<file path="config.mk">
export PLATFORM = sky130hd
export DESIGN_NAME = cpdc_top
export DESIGN_NICKNAME = d
export VERILOG_FILES = /design/src/include/cpdc_pkg.sv /design/src/core/cpdc_top.sv
export VERILOG_INCLUDE_DIRS = /design/src /design/src/include
export SDC_FILE = /design/constraint.sdc
export NUM_CORES = 1
export LEC_CHECK = 0
export ABC_AREA = 1
export ABC_CLOCK_PERIOD_IN_PS = 2900
export BUFFER_PORTS_ARGS = -buffer_cell sky130_fd_sc_hd__buf_4
export CAP_MARGIN = 20
export CORE_MARGIN = 5
export CORE_UTILIZATION = 40
export CTS_BUF_LIST = sky130_fd_sc_hd__clkbuf_4
export CTS_CLUSTER_DIAMETER = 200
export DETAILED_ROUTE_END_ITERATION = 8
export GPL_ROUTABILITY_DRIVEN = 0
export GPL_TIMING_DRIVEN = 0
export PLACE_DENSITY = 0.69
export SKIP_CTS_REPAIR_TIMING = 1
export SLEW_MARGIN = 0
export SYNTH_ARGS = -nofsm -noshare
export SYNTH_HDL_FRONTEND = slang
export SYNTH_SLANG_ARGS = --single-unit
</file>
<file path="constraint.sdc">
create_clock -name CLK -period 2.9 [get_ports CLK]
set_clock_uncertainty 0.1 [all_clocks]
set_input_delay 0.145 -clock CLK [delete_from_list [all_inputs] [get_ports CLK]]
set_output_delay 0.145 -clock CLK [all_outputs]
set_load 0.05 [all_outputs]
</file>
<file path="src/include/cpdc_consts.svh">
// timing counts and widths for the conversion and power-down control
`ifndef CPDC_CONSTS_SVH
`define CPDC_CONSTS_SVH
`define CPDC_NUM_CH 8
`define CPDC_SPAN_W 3
`define CPDC_CONV_TIME_NS 4000
`define CPDC_CLK_PERIOD_NS 100
`define CPDC_CONV_CYCLES ((`CPDC_CONV_TIME_NS + `CPDC_CLK_PERIOD_NS - 1) / `CPDC_CLK_PERIOD_NS)
`define CPDC_CNT_W 8
`define CPDC_SPAN_DISABLED 3'h0
`endif

</file>
<file path="src/include/cpdc_pkg.sv">
// types for the conversion and power-down control
package cpdc_pkg;
    typedef enum logic [2:0] {
        ST_IDLE = 3'b001,
        ST_CONV = 3'b010,
        ST_PDN = 3'b100
    } cpdc_state_t;

    typedef struct packed {
        logic busy;
        logic hold;
        logic powered_down;
    } cpdc_status_t;
endpackage : cpdc_pkg

</file>
<file path="src/core/cpdc_top.sv">
// conversion start, busy, power-down and global reset control
`timescale 1ns/1ns
`include "cpdc_consts.svh"
module cpdc_top #(
    parameter int CONV_CYCLES = `CPDC_CONV_CYCLES
) (
    // clock and reset
    input wire logic CLK,
    input wire logic RST_B,
    // host pins
    input wire logic CONVERSION_START_IN,
    input wire logic POWER_DOWN_IN,
    input wire logic MODE_LVDS_IN,
    input wire logic CHIP_SELECT_B_IN,
    input wire logic [`CPDC_NUM_CH*`CPDC_SPAN_W-1:0] SPAN_CODES_IN,
    input wire logic ECHO_CLOCK_TOGGLE,
    // status outputs
    output logic BUSY,
    output logic [`CPDC_NUM_CH-1:0] HOLD_CH,
    output logic [`CPDC_NUM_CH*`CPDC_SPAN_W-1:0] SPAN_LATCHED,
    output logic [`CPDC_NUM_CH-1:0] CH_ENABLED,
    output logic MODE_LVDS,
    output logic POWERED_DOWN,
    output logic GLOBAL_RESET,
    output logic ECHOED_SERIAL_CLOCK_OUT
);
    logic [1:0] cnv_sync;
    logic [1:0] pd_sync;
    logic [1:0] mode_sync;
    logic [1:0] cs_sync;
    logic cnv_prev;
    logic pd_prev;
    logic cnv_rise;
    logic pd_rise;
    logic pd_armed;
    logic soft_rst;
    logic rst_any;
    logic [`CPDC_CNT_W-1:0] cnt;
    logic busy_prev;
    cpdc_pkg::cpdc_state_t state;
    cpdc_pkg::cpdc_status_t status;

    function automatic logic span_on(input logic [`CPDC_SPAN_W-1:0] code);
        span_on = (code != `CPDC_SPAN_DISABLED);
    endfunction : span_on

    always_ff @(posedge CLK)
    begin
        if (!RST_B)
        begin
            cnv_sync <= 2'h0;
            pd_sync <= 2'h0;
            mode_sync <= 2'h0;
            // chip select resets to its deselected level
            cs_sync <= 2'h3;
            cnv_prev <= 1'b0;
            pd_prev <= 1'b0;
        end
        else
        begin
            cnv_sync <= {cnv_sync[0], CONVERSION_START_IN};
            pd_sync <= {pd_sync[0], POWER_DOWN_IN};
            mode_sync <= {mode_sync[0], MODE_LVDS_IN};
            cs_sync <= {cs_sync[0], CHIP_SELECT_B_IN};
            cnv_prev <= cnv_sync[1];
            pd_prev <= pd_sync[1];
        end
    end

    // chip select is deliberately not part of the start edge
    assign cnv_rise = cnv_sync[1] & ~cnv_prev;
    assign pd_rise = pd_sync[1] & ~pd_prev;
    assign soft_rst = pd_rise & pd_armed & (state != cpdc_pkg::ST_CONV);
    assign rst_any = !RST_B || GLOBAL_RESET;

    always_ff @(posedge CLK)
    begin
        if (!RST_B)
            GLOBAL_RESET <= 1'b0;
        else
            GLOBAL_RESET <= soft_rst;
    end

    // second power-down raise with no conversion between triggers reset
    always_ff @(posedge CLK)
    begin
        if (rst_any)
            pd_armed <= 1'b0;
        else if (pd_rise)
            pd_armed <= 1'b1;
        else if (state == cpdc_pkg::ST_IDLE && cnv_rise && !pd_sync[1])
            pd_armed <= 1'b0;
    end

    always_ff @(posedge CLK)
    begin
        if (rst_any)
        begin
            state <= cpdc_pkg::ST_IDLE;
            cnt <= '0;
        end
        else
        begin
            unique case (state)
                cpdc_pkg::ST_IDLE:
                begin
                    if (pd_sync[1])
                        state <= cpdc_pkg::ST_PDN;
                    else if (cnv_rise)
                    begin
                        state <= cpdc_pkg::ST_CONV;
                        cnt <= `CPDC_CNT_W'(CONV_CYCLES - 1);
                    end
                end
                cpdc_pkg::ST_CONV:
                begin
                    // further start edges are not looked at here
                    if (cnt == '0)
                        state <= pd_sync[1] ? cpdc_pkg::ST_PDN : cpdc_pkg::ST_IDLE;
                    else
                        cnt <= cnt - 1'b1;
                end
                cpdc_pkg::ST_PDN:
                begin
                    if (!pd_sync[1])
                        state <= cpdc_pkg::ST_IDLE;
                end
            endcase
        end
    end

    assign status.busy = (state == cpdc_pkg::ST_CONV);
    assign status.hold = (state == cpdc_pkg::ST_CONV);
    assign status.powered_down = (state == cpdc_pkg::ST_PDN);

    always_ff @(posedge CLK)
    begin
        if (rst_any)
        begin
            BUSY <= 1'b0;
            HOLD_CH <= '0;
            POWERED_DOWN <= 1'b0;
            busy_prev <= 1'b0;
        end
        else
        begin
            BUSY <= status.busy;
            HOLD_CH <= {`CPDC_NUM_CH{status.hold}};
            POWERED_DOWN <= status.powered_down;
            busy_prev <= BUSY;
        end
    end

    // span codes are captured per channel at each conversion start
    always_ff @(posedge CLK)
    begin
        if (rst_any)
        begin
            SPAN_LATCHED <= '1;
            CH_ENABLED <= '1;
        end
        else if (state == cpdc_pkg::ST_IDLE && cnv_rise && !pd_sync[1])
        begin
            SPAN_LATCHED <= SPAN_CODES_IN;
            for (int i = 0; i < `CPDC_NUM_CH; i++)
                CH_ENABLED[i] <= span_on(SPAN_CODES_IN[i*`CPDC_SPAN_W +: `CPDC_SPAN_W]);
        end
    end

    always_ff @(posedge CLK)
    begin
        if (!RST_B)
            MODE_LVDS <= 1'b0;
        else
            MODE_LVDS <= mode_sync[1];
    end

    // echoed clock toggles on request while chip select is low, forced low when busy falls
    always_ff @(posedge CLK)
    begin
        if (rst_any)
            ECHOED_SERIAL_CLOCK_OUT <= 1'b0;
        else if (busy_prev && !BUSY)
            ECHOED_SERIAL_CLOCK_OUT <= 1'b0;
        else if (ECHO_CLOCK_TOGGLE && !cs_sync[1])
            ECHOED_SERIAL_CLOCK_OUT <= ~ECHOED_SERIAL_CLOCK_OUT;
    end

    property p_start_busy;
        @(posedge CLK) disable iff (!RST_B)
        (state == cpdc_pkg::ST_IDLE && cnv_rise && !pd_sync[1] && !GLOBAL_RESET) |=> ##1 BUSY;
    endproperty
    a_start_busy: assert property (p_start_busy) else $error("busy did not rise after start");

    property p_busy_len;
        @(posedge CLK) disable iff (!RST_B || GLOBAL_RESET)
        $rose(BUSY) |-> BUSY [*8];
    endproperty
    a_busy_len: assert property (p_busy_len) else $error("busy dropped early");

    property p_pd_ignore;
        @(posedge CLK) disable iff (!RST_B)
        (state == cpdc_pkg::ST_PDN) |=> !$rose(status.busy);
    endproperty
    a_pd_ignore: assert property (p_pd_ignore) else $error("conversion began in power-down");

    property p_pd_wait;
        @(posedge CLK) disable iff (!RST_B || GLOBAL_RESET)
        (state == cpdc_pkg::ST_CONV && cnt != '0) |=> state != cpdc_pkg::ST_PDN;
    endproperty
    a_pd_wait: assert property (p_pd_wait) else $error("power-down cut a conversion");

    property p_greset;
        @(posedge CLK) disable iff (!RST_B)
        GLOBAL_RESET |=> (state == cpdc_pkg::ST_IDLE && !BUSY && !pd_armed);
    endproperty
    a_greset: assert property (p_greset) else $error("global reset did not clear state");

    property p_mode;
        @(posedge CLK) disable iff (!RST_B)
        $stable(mode_sync[1]) |=> MODE_LVDS == $past(mode_sync[1]);
    endproperty
    a_mode: assert property (p_mode) else $error("mode output wrong");

    property p_hold_all;
        @(posedge CLK) disable iff (!RST_B)
        BUSY |-> (HOLD_CH == {`CPDC_NUM_CH{1'b1}});
    endproperty
    a_hold_all: assert property (p_hold_all) else $error("channels not held together");

    property p_span;
        @(posedge CLK) disable iff (!RST_B)
        $rose(BUSY) |-> SPAN_LATCHED == $past(SPAN_CODES_IN, 2);
    endproperty
    a_span: assert property (p_span) else $error("span codes not latched");

    property p_echo_low;
        @(posedge CLK) disable iff (!RST_B)
        $fell(BUSY) |=> !ECHOED_SERIAL_CLOCK_OUT;
    endproperty
    a_echo_low: assert property (p_echo_low) else $error("echoed clock not low after busy");

    property p_no_restart;
        @(posedge CLK) disable iff (!RST_B || GLOBAL_RESET)
        (state == cpdc_pkg::ST_CONV && cnt != '0) |=> cnt == $past(cnt) - 1'b1;
    endproperty
    a_no_restart: assert property (p_no_restart) else $error("conversion restarted");

    c_conv: cover property (@(posedge CLK) $fell(BUSY));
    c_pd_during: cover property (@(posedge CLK) state == cpdc_pkg::ST_CONV && pd_rise);
    c_greset: cover property (@(posedge CLK) GLOBAL_RESET);
    c_ignored: cover property (@(posedge CLK) state == cpdc_pkg::ST_CONV && cnv_rise);
endmodule : cpdc_top

</file>
# Yosys cells after proc, flatten, opt, wreduce, memory -nomap -nowiden
# Cells that the tools add are included.
# W data, S select, Z words.
dict set report classes {
  add_sub_neg 1
  n_eq_ne 10
  n_mux 12
  n_bitwise 7
  n_reduce_logical 23
}
# cell n
set op_table {}
lappend op_table {{$mux W8} 3}
lappend op_table {{$reduce_bool A3 Y1} 8}
lappend op_table {{$pmux W8 S2} 1}
lappend op_table {{$mux W3} 5}
lappend op_table {{$pmux W3 S3} 1}
lappend op_table {{$logic_not A8 Y1} 1}
lappend op_table {{$ne A2 B2 Y1 const B} 4}
lappend op_table {{$sub A8 B1 Y8 const B} 1}
lappend op_table {{$and A1 B1 Y1} 4}
lappend op_table {{$logic_and A1 B1 Y1} 4}
lappend op_table {{$logic_not A1 Y1} 4}
lappend op_table {{$reduce_and A4 Y1} 1}
lappend op_table {{$reduce_bool A2 Y1} 2}
lappend op_table {{$eq A3 B1 Y1 const B} 1}
lappend op_table {{$eq A3 B2 Y1 const B} 1}
lappend op_table {{$eq A3 B3 Y1 const B} 1}
lappend op_table {{$ne A3 B2 Y1 const B} 1}
lappend op_table {{$ne A3 B3 Y1 const B} 1}
lappend op_table {{$not A1 Y1} 3}
lappend op_table {{$reduce_and A3 Y1} 1}
lappend op_table {{$mux W1} 2}
lappend op_table {{$ne A2 B1 Y1 const B} 1}
lappend op_table {{$reduce_or A2 Y1} 1}
lappend op_table {{$logic_or A1 B1 Y1} 1}
dict set report totals {
  regBits 61
  in_bits 31
  output_inout_bits 45
  wordCells 71
}

# Longest topological paths before layout
# Gate-level depths: netlist (run 1).
dict set report logic_depth {
  word_depth 6
  ltp_mapped 9
  ltp_nobuf 9
}

# Worst setup path before layout (run 1)
# Ideal clock, no wire load.
dict set report synth_timing {
  path_kind {reg2reg}
  start {register GLOBAL_RESET}
  end {register HOLD_CH[0] (netlist name)}
  setup_ns 0.128
  arrival_time_ns 1.234
  required_time_ns 2.672
  setup_slack_ns 1.439
  path_stages_with_launch 5
  path_buffers 1
  period_less_slack_ns 1.461
  cell_sequence {dfxtp_1 nor2_2 inv_1 clkbuf_1 nor2_1}
}
dict set report synth_via {
  elab_chain_len 1
}
# element line_no
set synth_lines {}
lappend synth_lines {{start: declaration} cpdc_top.sv:24} ;# output logic GLOBAL_RESET,
lappend synth_lines {{start signal: assignment} cpdc_top.sv:81} ;# GLOBAL_RESET <= soft_rst;
lappend synth_lines {{$logic_or A1 B1 Y1} cpdc_top.sv:74} ;# assign rst_any = !RST_B || GLOBAL_RESET;
# Every way passes these cells.
# A chain may end at the register's enable or synchronous reset.

# Final worst setup path (run 1)
dict set report layout_timing {
  start {register state[2]}
  end {register CH_ENABLED[3]}
}
dict set report layout_via {
  elab_chain_len 3
}
# element line_no
set layout_lines {}
lappend layout_lines {{start: declaration} cpdc_top.sv:40} ;# cpdc_pkg::cpdc_state_t state;
lappend layout_lines {{start signal: assignment} cpdc_top.sv:99} ;# state <= cpdc_pkg::ST_IDLE;
lappend layout_lines {{start signal: assignment} cpdc_top.sv:108} ;# state <= cpdc_pkg::ST_PDN;
lappend layout_lines {{start signal: assignment} cpdc_top.sv:111} ;# state <= cpdc_pkg::ST_CONV;
lappend layout_lines {{$eq A3 B1 Y1} cpdc_top.sv:162} ;# else if (state == cpdc_pkg::ST_IDLE && cnv_rise && !pd_sync[1])
lappend layout_lines {{$logic_and A1 B1 Y1 (2 in a row)} cpdc_top.sv:162}
lappend layout_lines {{end signal: indexed assignment} cpdc_top.sv:166} ;# CH_ENABLED[i] <= span_on(SPAN_CODES_IN[i*`CPDC_SPAN_W +: `CPDC_SPAN_W]);
lappend layout_lines {{end: declaration} cpdc_top.sv:21} ;# output logic [`CPDC_NUM_CH-1:0] CH_ENABLED,
# Every way passes these cells.

==> summary.txt, run 1 <==
Syn Area/Cell: 7.78 µm²
CP delay by family, top: buffers and inverters
DR WL/cell: 12.6 µm
DRT iter0 DRCs: 143
chip height: 86.4 µm
sequential share of the synthesized area: 51.5%
final instance area: 0.00345 mm²
CTS max path bufs: 2
Cell Pwr Density: 503 mW/mm²
Worst EP required: 3.13 ns
# rows: 27
Sum Neg Setup Slack: 0 ns
setup violators final: 0
final period utilization: 72.6%
Net Sw Power: 0.546 mW
Mapped Area: 0.00233 mm²
HP Class: in -> reg
Mapped Cells: 300
first-pass GRT wire length: 9.44 mm
antenna violations before repair: 0
Max-Cap Viols: 0
Layout Nets: 456
GRT Overall Usage: 15.9%
Sequential Power Share: 51.2%
core area: 0.00557 mm²
Worst Path Arrival: 2.33 ns
WL final: 6.29 mm
Setup WS post-layout: 0.795 ns
Buf+Inv Stages, Crit Path: 3
Final Hold Viols: 0
Post-route DRC: 0
Synth Warn #: 0
EDFF count, synth: 0
Net Sw Frac: 31.4%
count of cell types in the netlist: 26
ys async rst share: 0%
min Tclk post-route: 2.10 ns
GR Overflow Total: 0
reg2reg path depth: 7
drt pass-1 iters: 4
CP Max Fanout: 10
reg2reg start: state[2]
ys flop type: dfxtp_1
htree depth: 3
status: complete, no violations
clock power share: 25.7%
clock transition at the registers of the reported paths: 0.09 ns
Worst setup SP type: flop
Placed Area: 0.00299 mm²
CTS sink count: 60
Die ar.: 0.00746 mm²
DR vias: 2297
clock root buffer master: clkbuf_4
Via-to-Cell Ratio: 4.60
port bufs: 75
largest net degree at the start of global routing: 11
worst-case vdd ir drop: 0.382 mV
R2R setup slack: 0.80 ns
Hold Startpoint: ECHO_CLOCK_TOGGLE
#FFs+latches synth: 60
reg2reg end: CH_ENABLED[3]
cell taking the most area after synthesis: dfxtp_1
RSZ-0062 raised after global routing: false
HPWL Detailed: 4.21 mm
Net Count, Synth: 333
kind of critical path: reg -> reg
CP endpoint kind: flop
CP Depth: 7
IO Pins: 76
Die Wd: 86.4 µm
Routed Antenna Nets: 0
CTS tree: yes
Comb power frac: 23.1%
P&R area growth vs syn: 48.0%
Leakage Power: 1.73 nW
Worst slew margin: 66.1%
fmax: 475 MHz
Num CTS Buffers: 9
slew at the pin with the worst max-slew slack: 0.509 ns
initial core utilization: 41.9%
crit path from: state[2]
Worst path slowest cell: dlygate4sd3_1
fraction of layout cells with a size suffix above 1: 26.8%
Synth area leaders: dfxtp_1 51%, nand2_1 14%, nand3_1 9.0%, inv_1 4.2%, nor2_1 3.5%
internal cell power: 1.19 mW
Worst-Skew Late Latency: 0.39 ns
vias in the first global route: 2065
critical path's largest stage delay: 0.58 ns
Synth top area share: 51.5%
Setup WS pre-CTS: 1.27 ns
CP Cell Sequence: inv_2 > nand3_2 > nor3_4 > buf_2 > o31ai_1 > dlygate4sd3_1 > nand3_1
Slew Viols, Final: 0
end of the critical path: CH_ENABLED[3]
## flip-flops by register name, indices dropped and copies added (netlist names), 2 cells and up
signal        cells
SPAN_LATCHED     24
CH_ENABLED        8
cnt               8
state             3
cnv_sync          2
cs_sync           2
mode_sync         2
pd_sync           2
## Yosys cell counts, types with 2 or more instances
cell type	count
inv_2	3
buf_4	8
inv_1	26
nor2_2	2
xor2_1	3
o21ai_0	3
dfxtp_1	60
ha_1	2
a21oi_1	7
nand2_1	88
nand3_1	42
nand4_1	4
or2_2	2
nor2_1	22
o31ai_1	8
buf_2	6
clkbuf_1	5
## cell type report
type	count	area, µm²
diodes	1	2.50
flip-flops and latches	60	1200
clock buffers	10	75.1
inverters	29	109
well taps	72	90.1
repair buffers	112	933
plain buffers	19	109
multi-input cells	192	915
clock inverters	4	18.8
fillers	512	2120
## per-layer routing
metal  vias to the layer above  part of all wire (%)  track usage, %
met4                         0                   1.2            7.51
met2                        50                    51            26.0
met1                      1040                    42            19.7
li1                       1201                     -               -
met5                         -                     0               0
met3                         6                   5.0            3.71
## through the flow
step	std cells	hold WS, ns	utilization, %	power [mW]
floorplan	300	0.143	-	1.15
global placement	447	0.227	53.6	1.26
detailed placement	447	0.232	53.6	1.27
CTS	461	-0.184	55.3	1.71
global route	498	0.00405	61.9	1.83
finish	499	0.0106	62.0	1.74
## how the worst min path moves through the flow
stage,cells past startpoint,slack [ns],endpoint
6_report,4,0.01,ECHOED_SERIAL_CLOCK_OUT
5_1_grt,4,0.004,ECHOED_SERIAL_CLOCK_OUT
3_5_place_dp,3,0.23,pd_sync[0]
3_3_place_gp,3,0.23,pd_sync[0]
4_1_cts,3,-0.18,pd_sync[0]
2_1_floorplan,2,0.14,cnv_sync[0]
## worst reg2reg max path, stage by stage (launching register included)
cell           delay (ns)
dfxtp_1              0.32
inv_2                0.06
nand3_2              0.10
nor3_4               0.34
buf_2                0.35
o31ai_1              0.13
dlygate4sd3_1        0.58
nand3_1              0.07
## logic make-up after synthesis
kind of cell               Yosys count  synth area share [%]
xor gates and xnor gates             4                  1.50
AOI/OAI and AO/OA                   21                  5.68
adders and majority gates            2                  1.07
DFF                                 60                  51.5
and+or+nand+nor                    165                  30.9
buffers and inverters               48                  9.33
## power by group through the flow
| stage | Sequential [mW] | Clock (mW) | Combinational, mW |
|---|---|---|---|
| after floorplan | 0.988 | 0 | 0.161 |
| after global placement | 0.907 | 0 | 0.355 |
| after detailed placement | 0.908 | 0 | 0.361 |
| after CTS | 0.890 | 0.462 | 0.362 |
| after global routing | 0.896 | 0.502 | 0.434 |
| final | 0.890 | 0.447 | 0.401 |
## layout by cell type, fill, tap and decap left out
cell type      Yosys  final
nor3_1             1      1
nand2_1           88     88
clkinv_1           0      1
or2_2              2      2
o21ai_2            1      1
clkbuf_1           5      5
xor2_1             3      3
nor2_2             2      2
o21ai_0            3      3
nand3_1           42     42
inv_1             26     26
buf_4              8     83
buf_2              6      6
nor2_1            22     22
ha_1               2      2
diode_2            0      1
nor2_4             1      1
o31ai_1            8      8
dlygate4sd3_1      0     37
nand3_2            1      1
clkbuf_4           0     10
inv_2              3      3
nand2_2            1      1
nor3_4             1      1
dfxtp_1           60     60
nand4_1            4      4
a211oi_1           1      1
a21oi_1            7      7
xnor2_1            1      1
clkinv_2           0      3
a31oi_1            1      1
(Power assumes the default switching activity.)
==> inputs of run 2 (changes only) <==
--- a/config.mk
+++ b/config.mk
@@ -6,8 +6,8 @@
 export SDC_FILE = /design/constraint.sdc
 export NUM_CORES = 1
 export LEC_CHECK = 0
-export ABC_AREA = 1
-export ABC_CLOCK_PERIOD_IN_PS = 2900
+export ABC_AREA = 0
+export ABC_CLOCK_PERIOD_IN_PS = 2200
 export BUFFER_PORTS_ARGS = -buffer_cell sky130_fd_sc_hd__buf_4
 export CAP_MARGIN = 20
 export CORE_MARGIN = 5
@@ -17,7 +17,7 @@
 export DETAILED_ROUTE_END_ITERATION = 8
 export GPL_ROUTABILITY_DRIVEN = 0
 export GPL_TIMING_DRIVEN = 0
-export PLACE_DENSITY = 0.69
+export PLACE_DENSITY = 0.7
 export SKIP_CTS_REPAIR_TIMING = 1
 export SLEW_MARGIN = 0
 export SYNTH_ARGS = -nofsm -noshare
==> constraint.sdc (replaced) <==
create_clock -name CLK -period 2.2 [get_ports CLK]
set_clock_uncertainty 0.1 [all_clocks]
set_input_delay 0.11 -clock CLK [delete_from_list [all_inputs] [get_ports CLK]]
set_output_delay 0.11 -clock CLK [all_outputs]
set_load 0.05 [all_outputs]
==> summary.txt, run 2 <==
Seq. cell area: 0.00120 mm²
Synth Warn #: 0
max FFs per register: 24
core area: 0.00551 mm²
post-synthesis mux area share: 0%
Multi-input gate area: 935 µm²
Hold Startpoint: ECHO_CLOCK_TOGGLE
# rows: 27
initial core utilization: 40.9%
reg2reg start: state[0]
final period utilization: 86.8%
Synth top area share: 53.3%
clock root buffer master: clkbuf_4
min Tclk post-route: 1.91 ns
most flop-heavy register: SPAN_LATCHED
Largest regs: SPAN_LATCHED (24), CH_ENABLED (8), cnt (8)
synth cell count leaders: 60 x dfxtp_1, 52 x nand2_1, 24 x nand3_1, 16 x nor2_1, 11 x and2_1
Syn Area/Cell: 8.98 µm²
worst-case vdd ir drop: 0.453 mV
Layout Nets: 399
Die Wd: 85.1 µm
fmax: 523 MHz
Leakage Power: 1.49 nW
P&R area growth vs syn: 47.8%
Worst slew margin: 66.3%
sequential share of the synthesized area: 53.3%
Num CTS Buffers: 9
Worst setup SP type: flop
simple-gate share of the synthesized area: 30.5%
GRT Overall Usage: 15.4%
Post-route DRC: 0
fraction of layout cells with a size suffix above 1: 29.1%
first-pass GRT wire length: 8.83 mm
Setup WS pre-CTS: 0.311 ns
Met3 Routed Length: 261 µm
R2R setup slack: 0.29 ns
CTS tree: yes
antenna violations before repair: 0
reg2reg end: CH_ENABLED[7]
Adder-Cell Fraction of Synth Area: 1.11%
clock transition at the registers of the reported paths: 0.11 ns
FILL cells: 479
Worst-Skew Late Latency: 0.39 ns
Hold Path Sink: ECHOED_SERIAL_CLOCK_OUT
Sum Neg Setup Slack: 0 ns
DR vias: 2091
EDFF count, synth: 0
port bufs: 75
count of cell types in the netlist: 37
HPWL Detailed: 3.95 mm
ys async rst share: 0%
WHS Path Cells: 4
Die ar.: 0.00724 mm²
drt pass-1 iters: 4
Synth area leaders: dfxtp_1 53%, nand2_1 8.7%, nand3_1 5.3%, and2_1 3.1%, buf_4 3.0%
power after layout: 2.38 mW
setup violators final: 0
cell taking the most area after synthesis: dfxtp_1
Max-Cap Viols: 0
CP Max Fanout: 10
#FFs+latches synth: 60
HP Class: in -> reg
largest net degree at the start of global routing: 12
CTS max path bufs: 2
WHS: 0.0531 ns
ys flop type: dfxtp_1
ant diodes: 0
Synth Area in Compound Gates: 7.55%
DR WL/cell: 13.1 µm
htree depth: 3
Via-to-Cell Ratio: 4.72
M1 WL: 2.46 mm
WL final: 5.81 mm
Cell Pwr Density: 713 mW/mm²
IO Pins: 76
Net Count, Synth: 284
Routed Antenna Nets: 0
slew at the pin with the worst max-slew slack: 0.492 ns
Slew Viols, Final: 0
chip height: 85.1 µm
status: complete, no violations
Mapped Cells: 251
xor/xnor share of the synthesized area: 2.33%
Worst EP required: 2.37 ns
DRT iter0 DRCs: 95
Mapped Area: 0.00225 mm²
largest family of logic cells by synthesized area: simple AND/OR/NAND/NOR gates
WL met2: 2.96 mm
most frequent cell after synthesis: dfxtp_1
CP endpoint kind: flop
vias in the first global route: 1918
commonest cells after routing, fill and taps aside: 84 x buf_4, 60 x dfxtp_1, 52 x nand2_1
GR Overflow Total: 0
kind of critical path: reg -> reg
CTS sink count: 60
Top Layer Used: met4
commonest non-fill, non-tap cell in the layout: buf_4
RSZ-0062 raised after global routing: false
Setup WS post-layout: 0.290 ns
Worst Path Arrival: 2.08 ns
reg2reg path depth: 5
Final Hold Viols: 0
-- run 2: cell types whose count changed in the layout (fill, tap and decap cells not counted), moves of 5 or more --
cell           delta
nor4_1            +9
o21ai_1           +6
nor2b_1           +5
dlygate4sd3_1     -8
nand2b_1          +5
nor2_1            -6
o31ai_1           -8
nand3_1          -18
and2_1           +11
inv_1            -23
nand2_1          -36
-- run 2: worst max-delay path by stage --
stage	endpoint	cells past startpoint	from	slack, ns
2_1_floorplan	state[0]	3	cnt[3]	0.58
3_3_place_gp	CH_ENABLED[5]	5	state[0]	0.33
3_5_place_dp	CH_ENABLED[6]	5	state[0]	0.31
4_1_cts	CH_ENABLED[7]	5	state[0]	0.26
5_1_grt	CH_ENABLED[6]	5	state[0]	0.08
6_report	CH_ENABLED[7]	5	state[0]	0.29
-- run 2: logic make-up (layout without fill, tap and decap cells) --
group / count (synthesis) / after routing
AND/OR/NAND/NOR: 136 / 136
AO/OA/AOI/OAI: 25 / 25
XOR/XNOR: 6 / 6
buffers and inverters: 22 / 142
flip-flops: 60 / 60
adder cells (fa/ha/maj): 2 / 2
-- run 2: metrics by stage --
stage	std cells	area, µm²	utilization [%]
final	443	3330	60.5
after floorplan	251	2250	-
after detailed placement	398	2910	52.8
after global routing	443	3330	60.5
after global placement	398	2910	52.8
after CTS	414	3040	55.3
-- run 2: where the power goes --
group / switching, mW / internal [mW]
Combinational: 0.249 / 0.187
Clock: 0.403 / 0.367
Sequential: 0.0390 / 1.13
-- run 2: per-layer routing --
layer / vias to the layer above / global-route usage [%]
met3: 13 / 4.17
li1: 1075 / -
met1: 956 / 17.7
met2: 47 / 25.9
met4: 0 / 8.49
met5: - / 0
-- run 2: layout make-up --
class | count | area share [%]
clock inverter | 5 | 1.58
sequential | 60 | 36.0
inverter | 3 | 0.338
buffer | 19 | 3.23
multi-input combinational | 169 | 28.0
tap | 72 | 2.70
timing repair buffer | 104 | 25.6
clock buffer | 11 | 2.48
-- run 2: critical path: stages, from the launching register on --
cell	delay, ns
dfxtp_1	0.46
nor4b_2	0.29
nand2_1	0.27
clkbuf_1	0.32
nor4_1	0.26
o21ai_1	0.09
==> inputs of run 3 (changes only) <==
--- a/config.mk
+++ b/config.mk
@@ -11,13 +11,13 @@
 export BUFFER_PORTS_ARGS = -buffer_cell sky130_fd_sc_hd__buf_4
 export CAP_MARGIN = 20
 export CORE_MARGIN = 5
-export CORE_UTILIZATION = 40
+export CORE_UTILIZATION = 30
 export CTS_BUF_LIST = sky130_fd_sc_hd__clkbuf_4
 export CTS_CLUSTER_DIAMETER = 200
 export DETAILED_ROUTE_END_ITERATION = 8
 export GPL_ROUTABILITY_DRIVEN = 0
 export GPL_TIMING_DRIVEN = 0
-export PLACE_DENSITY = 0.7
+export PLACE_DENSITY = 0.56
 export SKIP_CTS_REPAIR_TIMING = 1
 export SLEW_MARGIN = 0
 export SYNTH_ARGS = -nofsm -noshare
==> summary.txt, run 3 (synthesis gave the netlist of run 2 again) <==
status: complete, no violations
commonest non-fill, non-tap cell in the layout: buf_4
Die ar.: 0.00935 mm²
Worst-Skew Late Latency: 0.39 ns
Max-Cap Viols: 0
HPWL Detailed: 4.12 mm
Net Sw Frac: 27.6%
DR WL/cell: 12.2 µm
Die Wd: 96.7 µm
fraction of layout cells with a size suffix above 1: 28.3%
GR Overflow Total: 0
P&R area growth vs syn: 50.2%
WL final: 5.74 mm
first-pass GRT wire length: 9.36 mm
Final Hold Viols: 0
Sum Neg Setup Slack: 0 ns
clock root buffer master: clkbuf_4
Layout Nets: 399
Sequential Power Share: 47.6%
drt pass-1 iters: 4
fmax: 523 MHz
CP Max Fanout: 10
IO Pins: 76
Worst Path Arrival: 2.07 ns
worst-case vdd ir drop: 0.222 mV
M1 WL: 2.58 mm
HP Class: in -> reg
Worst EP required: 2.36 ns
Via-to-Cell Ratio: 4.41
Largest regs: SPAN_LATCHED (24), CH_ENABLED (8), cnt (8)
clock transition at the registers of the reported paths: 0.10 ns
CP Cell Sequence: nor4b_2 > nand2_1 > clkbuf_1 > nor4_1 > o21ai_1
CTS max path bufs: 2
slew at the pin with the worst max-slew slack: 0.482 ns
vias in the first global route: 1925
final period utilization: 86.9%
chip height: 96.7 µm
final instance area: 0.00339 mm²
final core utilization: 46.4%
CP endpoint kind: flop
DR vias: 2073
Met3 Routed Length: 277 µm
Top Layer Used: met4
Post-route DRC: 0
antenna violations before repair: 0
commonest cells after routing, fill and taps aside: 84 x buf_4, 60 x dfxtp_1, 52 x nand2_1
setup violators final: 0
CTS tree: yes
min Tclk post-route: 1.91 ns
largest net degree at the start of global routing: 12
internal cell power: 1.78 mW
power after layout: 2.46 mW
# rows: 31
DRT iter0 DRCs: 71
FILL cells: 744
initial core utilization: 30.9%
kind of critical path: reg -> reg
RSZ-0062 raised after global routing: false
clock power share: 34.7%
htree depth: 3
Worst setup SP type: flop
critical path's largest stage delay: 0.46 ns
Routed Antenna Nets: 0
Placed Area: 0.00294 mm²
Slew Viols, Final: 0
GRT Overall Usage: 12.2%
Leakage Power: 1.50 nW
CP delay by family, top: simple AND/OR/NAND/NOR gates
Worst path slowest cell: dfxtp_1
max FFs per register: 24
Cell Pwr Density: 728 mW/mm²
core area: 0.00729 mm²
ant diodes: 0
WL met2: 2.76 mm
Num CTS Buffers: 9
Buf+Inv Stages, Crit Path: 1
Net Sw Power: 0.680 mW
most flop-heavy register: SPAN_LATCHED
port bufs: 75
Worst slew margin: 67.1%
CTS sink count: 60
Comb power frac: 17.7%
## run 3: cell types whose count changed in the layout (fill, tap and decap cells not counted), sizes merged
| cell | previous run | this run |
|---|---|---|
| bufinv | 1 | 2 |
| clkbuf | 19 | 18 |
## run 3: path summary, 6_finish.rpt
| check | startpoint | end | slack, ns | cells after the start |
|---|---|---|---|---|
| hold / removal | ECHO_CLOCK_TOGGLE | ECHOED_SERIAL_CLOCK_OUT | 0.03 | 4 |
| setup reg to reg | state[0] | CH_ENABLED[5] | 0.29 | 5 |
| hold reg to reg | cs_sync[0] | cs_sync[1] | 0.32 | 1 |
| setup / recovery | state[0] | CH_ENABLED[5] | 0.29 | 5 |
## run 3: tightest hold or removal path: stages
cell and delay [ns]:
buf_4 0.07, nor2b_1 0.14, xnor2_1 0.13, nor3_1 0.04
## run 3: through the flow
step	std cells	hold WS, ns	setup WS, ns
after floorplan	251	0.111	0.577
after global placement	425	0.197	0.240
after detailed placement	425	0.205	0.271
after CTS	441	-0.236	0.241
after global routing	470	0.0303	0.0226
final	470	0.0320	0.289
## run 3: power by group through the flow
| stage | registers (mW) | clock network (mW) | logic [mW] |
|---|---|---|---|
| after floorplan | 1.28 | 0 | 0.177 |
| after global placement | 1.20 | 0 | 0.393 |
| after detailed placement | 1.20 | 0 | 0.396 |
| after CTS | 1.17 | 0.894 | 0.398 |
| after global routing | 1.18 | 0.941 | 0.473 |
| final | 1.17 | 0.856 | 0.436 |
## run 3: per-layer routing
layer  up-vias  track usage [%]
li1       1079                -
met1       940             14.6
met2        46             19.3
met3         8             4.39
met4         0             6.26
met5         -                0
## run 3: area by class of cell
type                            instances  area [µm²]  area share [%]
Inverter                                3        11.3           0.333
Tap cell                               99         124            3.66
Multi-Input combinational cell        169         935            27.6
Clock inverter                          6        78.8            2.33
Buffer                                 19         108            3.18
Timing Repair Buffer                  104         853            25.2
Clock buffer                           10        75.1            2.22
Sequential cell                        60        1200            35.5
